`src/rtl/ahps_pkg.sv`:
```
// Package for the converter host port: constants, state encodings and state struct.
// Assumes a single system clock at the rate given by AHPS_CLK_MHZ.
package ahps_pkg;

  // System clock rate
  localparam int AHPS_CLK_MHZ = 200;

  // Start-up times in microseconds, and their cycle counts
  localparam int AHPS_POR_US        = 250;
  localparam int AHPS_REGACQ_US     = 5;
  localparam int AHPS_POR_CYCLES    = AHPS_POR_US * AHPS_CLK_MHZ;
  localparam int AHPS_REGACQ_CYCLES = AHPS_REGACQ_US * AHPS_CLK_MHZ;

  // Sync/reset pulse limits in master clock periods
  localparam logic [11:0] AHPS_SYNC_MIN   = 12'h001;
  localparam logic [11:0] AHPS_SYNC_MAX   = 12'h7ff;
  localparam logic [11:0] AHPS_RESET_LEN  = 12'h800;

  // Sample-ready phase lengths in master clock periods
  localparam logic [2:0] AHPS_READY_HIGH = 3'h4;
  localparam logic [2:0] AHPS_READY_LOW  = 3'h4;

  // Serial frame timeout in master clock periods
  localparam int AHPS_TIMEOUT_PERIODS = 32768;

  // Serial word width default
  localparam int AHPS_WORD_W = 24;

  // Synchroniser positions: 0 first stage, 1 stable, 2 previous
  localparam int AHPS_SYN_STABLE = 1;
  localparam int AHPS_SYN_PREV   = 2;

  // Sample-ready sequencer states
  typedef enum logic [3:0] {
    AHPS_ST_BOOT = 4'h1,
    AHPS_ST_IDLE = 4'h2,
    AHPS_ST_LOW  = 4'h4,
    AHPS_ST_HIGH = 4'h8
  } ahps_state_t;

  // Whole state of the block
  typedef struct packed {
    logic [2:0]  sclk_s;
    logic [2:0]  cs_s;
    logic [1:0]  din_s;
    logic [2:0]  mclk_s;
    logic [1:0]  syn_s;
    logic [11:0] sy_cnt;
    logic        sy_low;
    logic        sync_pulse;
    logic        dev_reset;
    logic [31:0] sh_in;
    logic [31:0] sh_out;
    logic [5:0]  bit_cnt;
    logic [31:0] rx_word;
    logic        rx_valid;
    logic        dout;
    logic        oe_n;
    logic [15:0] tmo_cnt;
    logic [15:0] por_cnt;
    logic [15:0] acq_cnt;
    logic        regs_loaded;
    ahps_state_t st;
    logic [2:0]  ph_cnt;
    logic        ready_n;
  } ahps_regs_t;

endpackage : ahps_pkg

```
`src/rtl/ahps_host_port.sv`:
```
// Host port of a multichannel converter: sync/reset sorting, sample-ready pulses,
// start-up latency and the serial slave (clock idle low, second-edge sampling).
// Assumes all pins are asynchronous to sys_clk_i and far slower than it.
`timescale 1ns/10ps
module ahps_host_port #(
  parameter int WORD_W          = ahps_pkg::AHPS_WORD_W,
  parameter int POR_CYCLES      = ahps_pkg::AHPS_POR_CYCLES,
  parameter int TIMEOUT_PERIODS = ahps_pkg::AHPS_TIMEOUT_PERIODS
) (
  input  wire logic              sys_clk_i,
  input  wire logic              rst_b_i,
  input  wire logic              master_clock_in_i,
  input  wire logic              sync_reset_n_i,
  input  wire logic              sclk_i,
  input  wire logic              cs_n_i,
  input  wire logic              din_i,
  output logic                   dout_o,
  output logic                   dout_oe_n_o,
  output logic                   sample_ready_n_o,
  input  wire logic [WORD_W-1:0] tx_word_i,
  input  wire logic              data_valid_i,
  output logic [WORD_W-1:0]      rx_word_o,
  output logic                   rx_valid_o,
  output logic                   sync_pulse_o,
  output logic                   device_reset_o,
  output logic                   regs_loaded_o
);

  // Refuse settings the counters cannot hold
  if (WORD_W < 2 || WORD_W > 32) begin : g_chk_word
    $error("WORD_W must be 2 to 32");
  end
  if (POR_CYCLES < 2 || POR_CYCLES > 65535) begin : g_chk_por
    $error("POR_CYCLES must be 2 to 65535");
  end
  if (TIMEOUT_PERIODS < 2 || TIMEOUT_PERIODS > 65535) begin : g_chk_tmo
    $error("TIMEOUT_PERIODS must be 2 to 65535");
  end

  localparam logic [15:0] POR_LAST = 16'(POR_CYCLES - 1);
  localparam logic [15:0] ACQ_LAST = 16'(ahps_pkg::AHPS_REGACQ_CYCLES - 1);
  localparam logic [15:0] TMO_LAST = 16'(TIMEOUT_PERIODS - 1);
  localparam logic [5:0]  BIT_LAST = 6'(WORD_W - 1);
  localparam int          S        = ahps_pkg::AHPS_SYN_STABLE;
  localparam int          P        = ahps_pkg::AHPS_SYN_PREV;

  ahps_pkg::ahps_regs_t r_reg;
  ahps_pkg::ahps_regs_t r_next;

  logic sclk_rise;
  logic sclk_fall;
  logic mclk_rise;
  logic cs_fall;
  logic cs_rise;
  logic cs_low;
  logic full_reset;

  // Edges are taken only from stable and previous stages
  assign sclk_rise = r_reg.sclk_s[S] & ~r_reg.sclk_s[P];
  assign sclk_fall = ~r_reg.sclk_s[S] & r_reg.sclk_s[P];
  assign mclk_rise = r_reg.mclk_s[S] & ~r_reg.mclk_s[P];
  assign cs_fall   = ~r_reg.cs_s[S] & r_reg.cs_s[P];
  assign cs_rise   = r_reg.cs_s[S] & ~r_reg.cs_s[P];
  assign cs_low    = ~r_reg.cs_s[S];
  assign full_reset = mclk_rise & ~r_reg.syn_s[S] & ~r_reg.sy_low
                    & (r_reg.sy_cnt == ahps_pkg::AHPS_RESET_LEN - 12'h001);

  always_comb begin
    r_next = r_reg;
    r_next.sync_pulse = 1'b0;
    r_next.dev_reset  = 1'b0;
    r_next.rx_valid   = 1'b0;

    // Two-stage synchronisers plus previous copy for edge finding
    r_next.sclk_s = {r_reg.sclk_s[1:0], sclk_i};
    r_next.cs_s   = {r_reg.cs_s[1:0], cs_n_i};
    r_next.din_s  = {r_reg.din_s[0], din_i};
    r_next.mclk_s = {r_reg.mclk_s[1:0], master_clock_in_i};
    r_next.syn_s  = {r_reg.syn_s[0], sync_reset_n_i};

    // Pulse length measured in whole master periods
    if (mclk_rise) begin
      if (!r_reg.syn_s[S]) begin
        if (r_reg.sy_cnt != ahps_pkg::AHPS_RESET_LEN) begin
          r_next.sy_cnt = r_reg.sy_cnt + 12'h001;
        end
        if (full_reset) begin
          r_next.sy_low    = 1'b1; // Fires once however long the pin stays low
          r_next.dev_reset = 1'b1;
        end
      end else begin
        if (r_reg.sy_cnt >= ahps_pkg::AHPS_SYNC_MIN
            && r_reg.sy_cnt <= ahps_pkg::AHPS_SYNC_MAX) begin
          r_next.sync_pulse = 1'b1;
        end
        r_next.sy_cnt = 12'h000;
        r_next.sy_low = 1'b0;
      end
    end

    // Start-up: power-on delay and register default load
    if (r_reg.por_cnt != POR_LAST) begin
      r_next.por_cnt = r_reg.por_cnt + 16'h0001;
    end
    if (!r_reg.regs_loaded) begin
      if (r_reg.acq_cnt == ACQ_LAST) begin
        r_next.regs_loaded = 1'b1;
      end else begin
        r_next.acq_cnt = r_reg.acq_cnt + 16'h0001;
      end
    end

    // Sample-ready sequencer; phases counted in master periods
    case (r_reg.st)
      ahps_pkg::AHPS_ST_BOOT: begin
        r_next.ready_n = 1'b0;
        if (r_reg.por_cnt == POR_LAST && r_reg.regs_loaded) begin
          r_next.ready_n = 1'b1;
          r_next.ph_cnt  = 3'h0;
          r_next.st      = ahps_pkg::AHPS_ST_HIGH;
        end
      end
      ahps_pkg::AHPS_ST_IDLE: begin
        if (data_valid_i) begin
          r_next.ready_n = 1'b0;
          r_next.ph_cnt  = 3'h0;
          r_next.st      = ahps_pkg::AHPS_ST_LOW;
        end
      end
      ahps_pkg::AHPS_ST_LOW: begin
        if (mclk_rise) begin
          r_next.ph_cnt = r_reg.ph_cnt + 3'h1;
          if (r_reg.ph_cnt == ahps_pkg::AHPS_READY_LOW - 3'h1) begin
            r_next.ready_n = 1'b1;
            r_next.ph_cnt  = 3'h0;
            r_next.st      = ahps_pkg::AHPS_ST_HIGH;
          end
        end
      end
      ahps_pkg::AHPS_ST_HIGH: begin
        if (mclk_rise) begin
          r_next.ph_cnt = r_reg.ph_cnt + 3'h1;
          if (r_reg.ph_cnt == ahps_pkg::AHPS_READY_HIGH - 3'h1) begin
            r_next.ph_cnt = 3'h0;
            r_next.st     = ahps_pkg::AHPS_ST_IDLE;
          end
        end
      end
      default: begin
        r_next.st = ahps_pkg::AHPS_ST_BOOT;
      end
    endcase

    // Output enable follows select; high impedance outside frames
    r_next.oe_n = ~cs_low;

    // Serial slave, mode zero polarity, second-edge sampling
    if (!cs_low) begin
      r_next.bit_cnt = 6'h00;
      r_next.tmo_cnt = 16'h0000;
    end else begin
      if (cs_fall) begin
        // Relies on the host moving select with clock low and before first rise
        r_next.sh_out  = 32'(tx_word_i) << (32 - WORD_W);
        r_next.bit_cnt = 6'h00;
        r_next.tmo_cnt = 16'h0000;
        r_next.dout    = tx_word_i[WORD_W-1];
      end
      if (sclk_rise) begin
        r_next.dout   = r_reg.sh_out[31];
        r_next.sh_out = {r_reg.sh_out[30:0], 1'b0};
      end
      if (sclk_fall) begin
        r_next.sh_in   = {r_reg.sh_in[30:0], r_reg.din_s[S]};
        r_next.bit_cnt = r_reg.bit_cnt + 6'h01;
        if (r_reg.bit_cnt == BIT_LAST) begin
          r_next.rx_word  = {r_reg.sh_in[30:0], r_reg.din_s[S]};
          r_next.rx_valid = 1'b1;
          r_next.bit_cnt  = 6'h00;
          r_next.tmo_cnt  = 16'h0000;
          r_next.sh_out   = 32'(tx_word_i) << (32 - WORD_W); // Next word of a long frame
        end
      end
      // Partial frame that stalls is thrown away
      if (mclk_rise && r_reg.bit_cnt != 6'h00) begin
        r_next.tmo_cnt = r_reg.tmo_cnt + 16'h0001;
        if (r_reg.tmo_cnt == TMO_LAST) begin
          r_next.bit_cnt = 6'h00;
          r_next.tmo_cnt = 16'h0000;
        end
      end
    end

    // Full reset restarts start-up and drops the serial state
    if (full_reset) begin
      r_next.por_cnt     = 16'h0000;
      r_next.acq_cnt     = 16'h0000;
      r_next.regs_loaded = 1'b0;
      r_next.st          = ahps_pkg::AHPS_ST_BOOT;
      r_next.ready_n     = 1'b0;
      r_next.ph_cnt      = 3'h0;
      r_next.bit_cnt     = 6'h00;
      r_next.tmo_cnt     = 16'h0000;
    end
  end

  // Single state register; constants only under reset
  always_ff @(posedge sys_clk_i or negedge rst_b_i) begin
    if (!rst_b_i) begin
      r_reg <= '0;
      r_reg.sclk_s <= 3'h0;
      r_reg.cs_s   <= 3'h7; // Select idles high
      r_reg.syn_s  <= 2'h3; // Sync pin idles high
      r_reg.oe_n   <= 1'b1;
      r_reg.st     <= ahps_pkg::AHPS_ST_BOOT;
    end else begin
      r_reg <= r_next;
    end
  end

  // Outputs straight from the state register
  assign dout_o           = r_reg.dout;
  assign dout_oe_n_o      = r_reg.oe_n;
  assign sample_ready_n_o = r_reg.ready_n;
  assign rx_word_o        = r_reg.rx_word[WORD_W-1:0];
  assign rx_valid_o       = r_reg.rx_valid;
  assign sync_pulse_o     = r_reg.sync_pulse;
  assign device_reset_o   = r_reg.dev_reset;
  assign regs_loaded_o    = r_reg.regs_loaded;

endmodule // ahps_host_port

```
`config.mk`:
```
export PLATFORM = sky130hd
export DESIGN_NAME = ahps_host_port
export DESIGN_NICKNAME = d
export VERILOG_FILES = /design/src/rtl/ahps_pkg.sv /design/src/rtl/ahps_host_port.sv
export SDC_FILE = /design/constraint.sdc
export NUM_CORES = 1
export LEC_CHECK = 0
export ABC_AREA = 1
export BUFFER_PORTS_ARGS = -buffer_cell sky130_fd_sc_hd__buf_2
export CAP_MARGIN = 0
export CORE_UTILIZATION = 55
export DETAILED_ROUTE_END_ITERATION = 10
export GPL_TIMING_DRIVEN = 0
export PLACE_DENSITY = 0.77
export SLEW_MARGIN = 20
export SYNTH_ARGS = -nofsm -noshare
export SYNTH_HDL_FRONTEND = slang
export SYNTH_SLANG_ARGS = --single-unit
```
`constraint.sdc`:
```
create_clock -name sys_clk_i -period 1.65 [get_ports sys_clk_i]
set_input_delay 0.0825 -clock sys_clk_i [delete_from_list [all_inputs] [get_ports sys_clk_i]]
set_output_delay 0.0825 -clock sys_clk_i [all_outputs]
set_load 0.1 [all_outputs]
```
Word-level counts from Yosys, hierarchy flattened
Index checks and enable logic that the tools add are counted.
{"block": "word_totals", "reg_bits": 189, "in_bits": 32, "wordCells": 122}
{"block": "op_classes", "addsub": 6, "n_lt_le_gt_ge": 2, "n_eq_ne": 20, "muxes": 39, "bitwise_logic": 13, "reduce_logical": 19}
{"cell": "$mux 71", "count": 2}
{"cell": "$mux 16", "count": 8}
{"cell": "$mux 57", "count": 1}
{"cell": "$add 16x1->16 const B", "count": 3}
{"cell": "$mux 38", "count": 1}
{"cell": "$mux 32", "count": 1}
{"cell": "$mux 8", "count": 4}
{"cell": "$mux 6", "count": 4}
{"cell": "$ne 3x3->1 const B", "count": 6}
{"cell": "$mux 17", "count": 1}
{"cell": "$eq 16x10->1 const B", "count": 1}
{"cell": "$eq 16x15->1 const B", "count": 1}
{"cell": "$eq 16x16->1 const B", "count": 1}
{"cell": "$ne 16x16->1 const B", "count": 1}
{"cell": "$pmux 4 s4", "count": 1}
{"cell": "$mux 7", "count": 2}
{"cell": "$mux 13", "count": 1}
{"cell": "$add 12x1->12 const B", "count": 1}
{"cell": "$eq 12x11->1 const B", "count": 1}
{"cell": "$ge 12x1->1 const B", "count": 1}
{"cell": "$le 12x11->1 const B", "count": 1}
{"cell": "$mux 12", "count": 1}
{"cell": "$ne 12x12->1 const B", "count": 1}
{"cell": "$pmux 3 s4", "count": 1}
{"cell": "other kinds (25)", "count": 53}

Logic depth before layout (Yosys ltp)
{"block": "depth", "word_depth": 10, "mapped_depth": 12}

Worst setup path after synthesis
OpenSTA, ideal clock, no wires.
{"block": "synth_timing", "path_kind": "register to register", "start": "reg r_reg, in the netlist regs_loaded_o", "end": "reg r_reg[12] in the netlist's numbering", "setup_time_ps": 74, "t_arrival_ps": 1892, "t_required_ps": 1576, "setup_slack_ps": -316, "stages_incl_launch_ff": 6, "path_cell_list": "dfrtp_1 clkinv_1 nand2_1 nand2_2 buf_6 o21ai_2"}
{"block": "synth_via", "elab_chain_cells": 2}
{"item": "from (decl)", "line": "ahps_host_port.sv:47", "text": "ahps_pkg::ahps_regs_t r_reg;"}
{"item": "from (signal assigned)", "line": "ahps_host_port.sv:217", "text": "r_reg <= r_next;"}
{"item": "$ne 2x1->1 (no line)"}
{"item": "$reduce_and 2->1 (no line)"}
Every way passes these cells.
A chain may end at the register's enable or synchronous reset.

Final worst setup path
{"block": "layout_timing", "start": "reg r_reg[93] in the netlist's numbering", "end": "reg r_reg[126] in the netlist's numbering"}
{"block": "layout_via", "elab_chain_cells": 3}
{"item": "$eq 6x5->1", "line": "ahps_host_port.sv:176", "text": "if (r_reg.bit_cnt == BIT_LAST) begin"}
{"item": "$mux 71", "line": "ahps_host_port.sv:176"}
{"item": "$mux 71", "line": "ahps_host_port.sv:173", "text": "if (sclk_fall) begin"}
Every way passes these cells.

==> impl_metrics.toml <==
[drt]
drt-total-wl_mm = 20.0
drt_iter0_drc = 444
dr_total_vias = 7731
drtAntennaViolNets = 0
drc = 0
firstDrtPassIters = 5
via_per_inst = 5.34
routedWlPerCell_microns = 13.8

[sta]
hold_viol = 0
min_period_over_period = 1.06
slew_viol_final = 0
relSlewSlack = 0.554
tightest_slew_ns = 0.670
setup_viol = 16
layout_min_cycle_time_ns = 1.74
fmax_ghz = 0.574
finClkSkew_ns = 0.0100
worst_slack_ns = -0.0912
rsz0062_at_grt = "true"

[pwr]
pwr_density_cell_mw_per_mm2 = 829
irDropWorstVdd_mv = 0.695
leakage_nw = 5.24

[critical_path]
critPathCaptureType = "register"
critPathArrivalTime_ns = 2.07
startpoint_type = "register"
crit_path_max_incr_delay_ns = 0.38
crit_chain = "ha_2 -> nand2_2 -> inv_2 -> nand3_4 -> inv_4 -> nand2_4 -> nand2_4 -> inv_8 -> nor2_8 -> buf_6 -> nand3_2 -> o211ai_1"
rr_startpoint = "r_reg[93]"
crit_type = "register to register"
startpoint = "r_reg[93]"
worstPathRequired_ns = 1.98
cpMostUsedCell = "nand2_4"
path_max_fanout = 7
cpMaxStageDelayCell = "dfrtp_1"
critPathBufInv = 4
cp_top_family = "simple AND/OR/NAND/NOR gates"

[placed_design]
detailed_place.area_sq_mm = 0.00938
finalWeightedCongestion = 0.902
numPortBuffers = 62
dp_hpwl_mm = 12.5
dpl_worst_slack_ns = -0.276

[grt]
grt_pass1_wl_mm = 32.9
first_global_vias = 7154
grt_max_degree = 60
grtUsageTotal = 0.253
grt_antenna_before_repair = 0
grt_overflow = 0

[finish]
area.sequential_sq_mm = 0.00432
final_area_sq_mm = 0.0110
largest_reg_flops = 134
multi_input_area_sq_mm = 0.00388
drive_gt1_frac = 0.255
nets = 1265
antenna_cells = 0
final_common_cell = "nand2_1"
num-fill-cells = 1171
syn_to_final_growth_pct = 26.2
mostFrequentLayoutCells = "nand2_1, dfrtp_1, inv_1"
utilization = 0.717

[floorplan]
initial_core_util = 0.568
core_area_sq_mm = 0.0154
io_pins = 63
row_count = 45
die-area_sq_mm = 0.0164
die_h_microns = 128
die_x_microns = 128

[synth]
netlist.area_leader.share = 0.475
synthTopCellsByArea = "dfrtp_1, nand2_1, nand3_1"
synthCells = 1065
ys_ff_latch = 172
yosysUniqueCellTypes = 47
ys.flop_type = "dfrtp_1"
synth.largest_area_cell = "dfrtp_1"
synthesis.nets = 1106
yosysWarnings = 0
syn_area_sq_mm = 0.00874
synth_edf_count = 0
async_reset_ff_frac = 1.00
avgSynthCellArea_sq_um = 8.20
seq_area_frac_synth = 0.493

[clocking]
cts.clk_slew.worst_paths_ns = 0.06
clock_path_buffers = 2
cts_tree = "yes"
root_buffer = "clkbuf_16"
cts-buffers-inserted = 17
cts_htree_levels = 4
clock_latency_ns = 0.43
cts.sinks = 172

[outcome]
failed_checks = "negative setup slack"
status = "complete, but fails checks"

[run]
max_cap_viol_count = 0

[hold_path]
hold_path.class = "input pin to asynchronous set/reset pin"
==> synth_stat cells, types with 10 or more instances <==
| master | instances |
|---|---|
| buf_4 | 25 |
| nor3_1 | 32 |
| nand3_1 | 116 |
| clkbuf_1 | 11 |
| nand2_1 | 212 |
| a21oi_1 | 19 |
| inv_1 | 127 |
| buf_2 | 12 |
| nor2_1 | 87 |
| dfrtp_1 | 166 |
| o21ai_2 | 10 |
| inv_2 | 13 |
| nand2_2 | 10 |
| o21ai_0 | 93 |
| xor2_1 | 13 |
| o211ai_1 | 15 |
| nand4_1 | 20 |
==> path summary, 6_finish.rpt <==
check / end / slack (ns) / depth (start not counted)
max reg2reg: r_reg[126] / -0.09 / 12
max: r_reg[126] / -0.09 / 12
min in group sys_clk_i: r_next[188] / 0.30 / 2
max in group asynchronous: r_reg[178] / 0.53 / 4
min: r_reg[20] / 0.16 / 2
min reg2reg: r_reg[183] / 0.35 / 0
==> routing by layer <==
layer  GRT usage  up-vias  part of all wire
met2       0.413      261              0.49
met5           0        -                 0
met1       0.336     3646              0.44
met3      0.0492       32             0.053
li1            -     3792                 -
met4      0.0900        0             0.018
==> kinds of logic (layout without fill, tap and decap cells) <==
kind of cell	count (synthesis)	in the layout	share of synthesized area
AND/OR/NAND/NOR	511	511	0.272
buffers and inverters	196	368	0.101
flip-flops	172	172	0.493
AO/OA/AOI/OAI	163	163	0.107
XOR/XNOR	14	14	0.0140
adder cells (fa/ha/maj)	9	9	0.0129
==> worst register-to-register path, delay by kind of cell (launching register included) <==
kind | cells | cell delay [ns]
AND/OR/NAND/NOR | 6 | 0.53
flip-flops | 1 | 0.38
AO/OA/AOI/OAI | 1 | 0.15
buffers and inverters | 4 | 0.37
adder cells (fa/ha/maj) | 1 | 0.20
==> metrics by stage <==
stage	power, W	cells	hold slack, ns	setup TNS (ns)
floorplan	0.00493	1065	-0.213	0
global placement	0.00516	1338	0.188	-378.17
detailed placement	0.00519	1340	0.0386	-14.00
CTS	0.00916	1424	0.160	0
global route	0.00950	1448	0.190	-4.89
finish	0.00914	1448	0.164	-0.459
==> final cells by class <==
cell class / instances / share of cell area
repair buffers: 140 / 0.0946
multi-input cells: 697 / 0.352
well taps: 211 / 0.0239
clock inverters: 11 / 0.0102
clock buffers: 21 / 0.0418
inverters: 143 / 0.0510
plain buffers: 53 / 0.0351
flip-flops and latches: 172 / 0.392
==> report_power, final <==
group / internal [W] / switching [W]
Sequential: 0.00440 / 0.000105
Combinational: 0.000292 / 0.000485
Clock: 0.00217 / 0.00169
==> repair_timing <==
item / CTS / global route
hold buffers: 31 / 0
pin swaps: 14 / 29
setup buffers: 19 / 24
gates cloned: 2 / 0
endpoints found under the setup margin: 113 / 114
endpoints found under the hold margin: 144 / 0
resized for setup: 35 / 102
No activity file was read; power rests on OpenSTA's default activity.
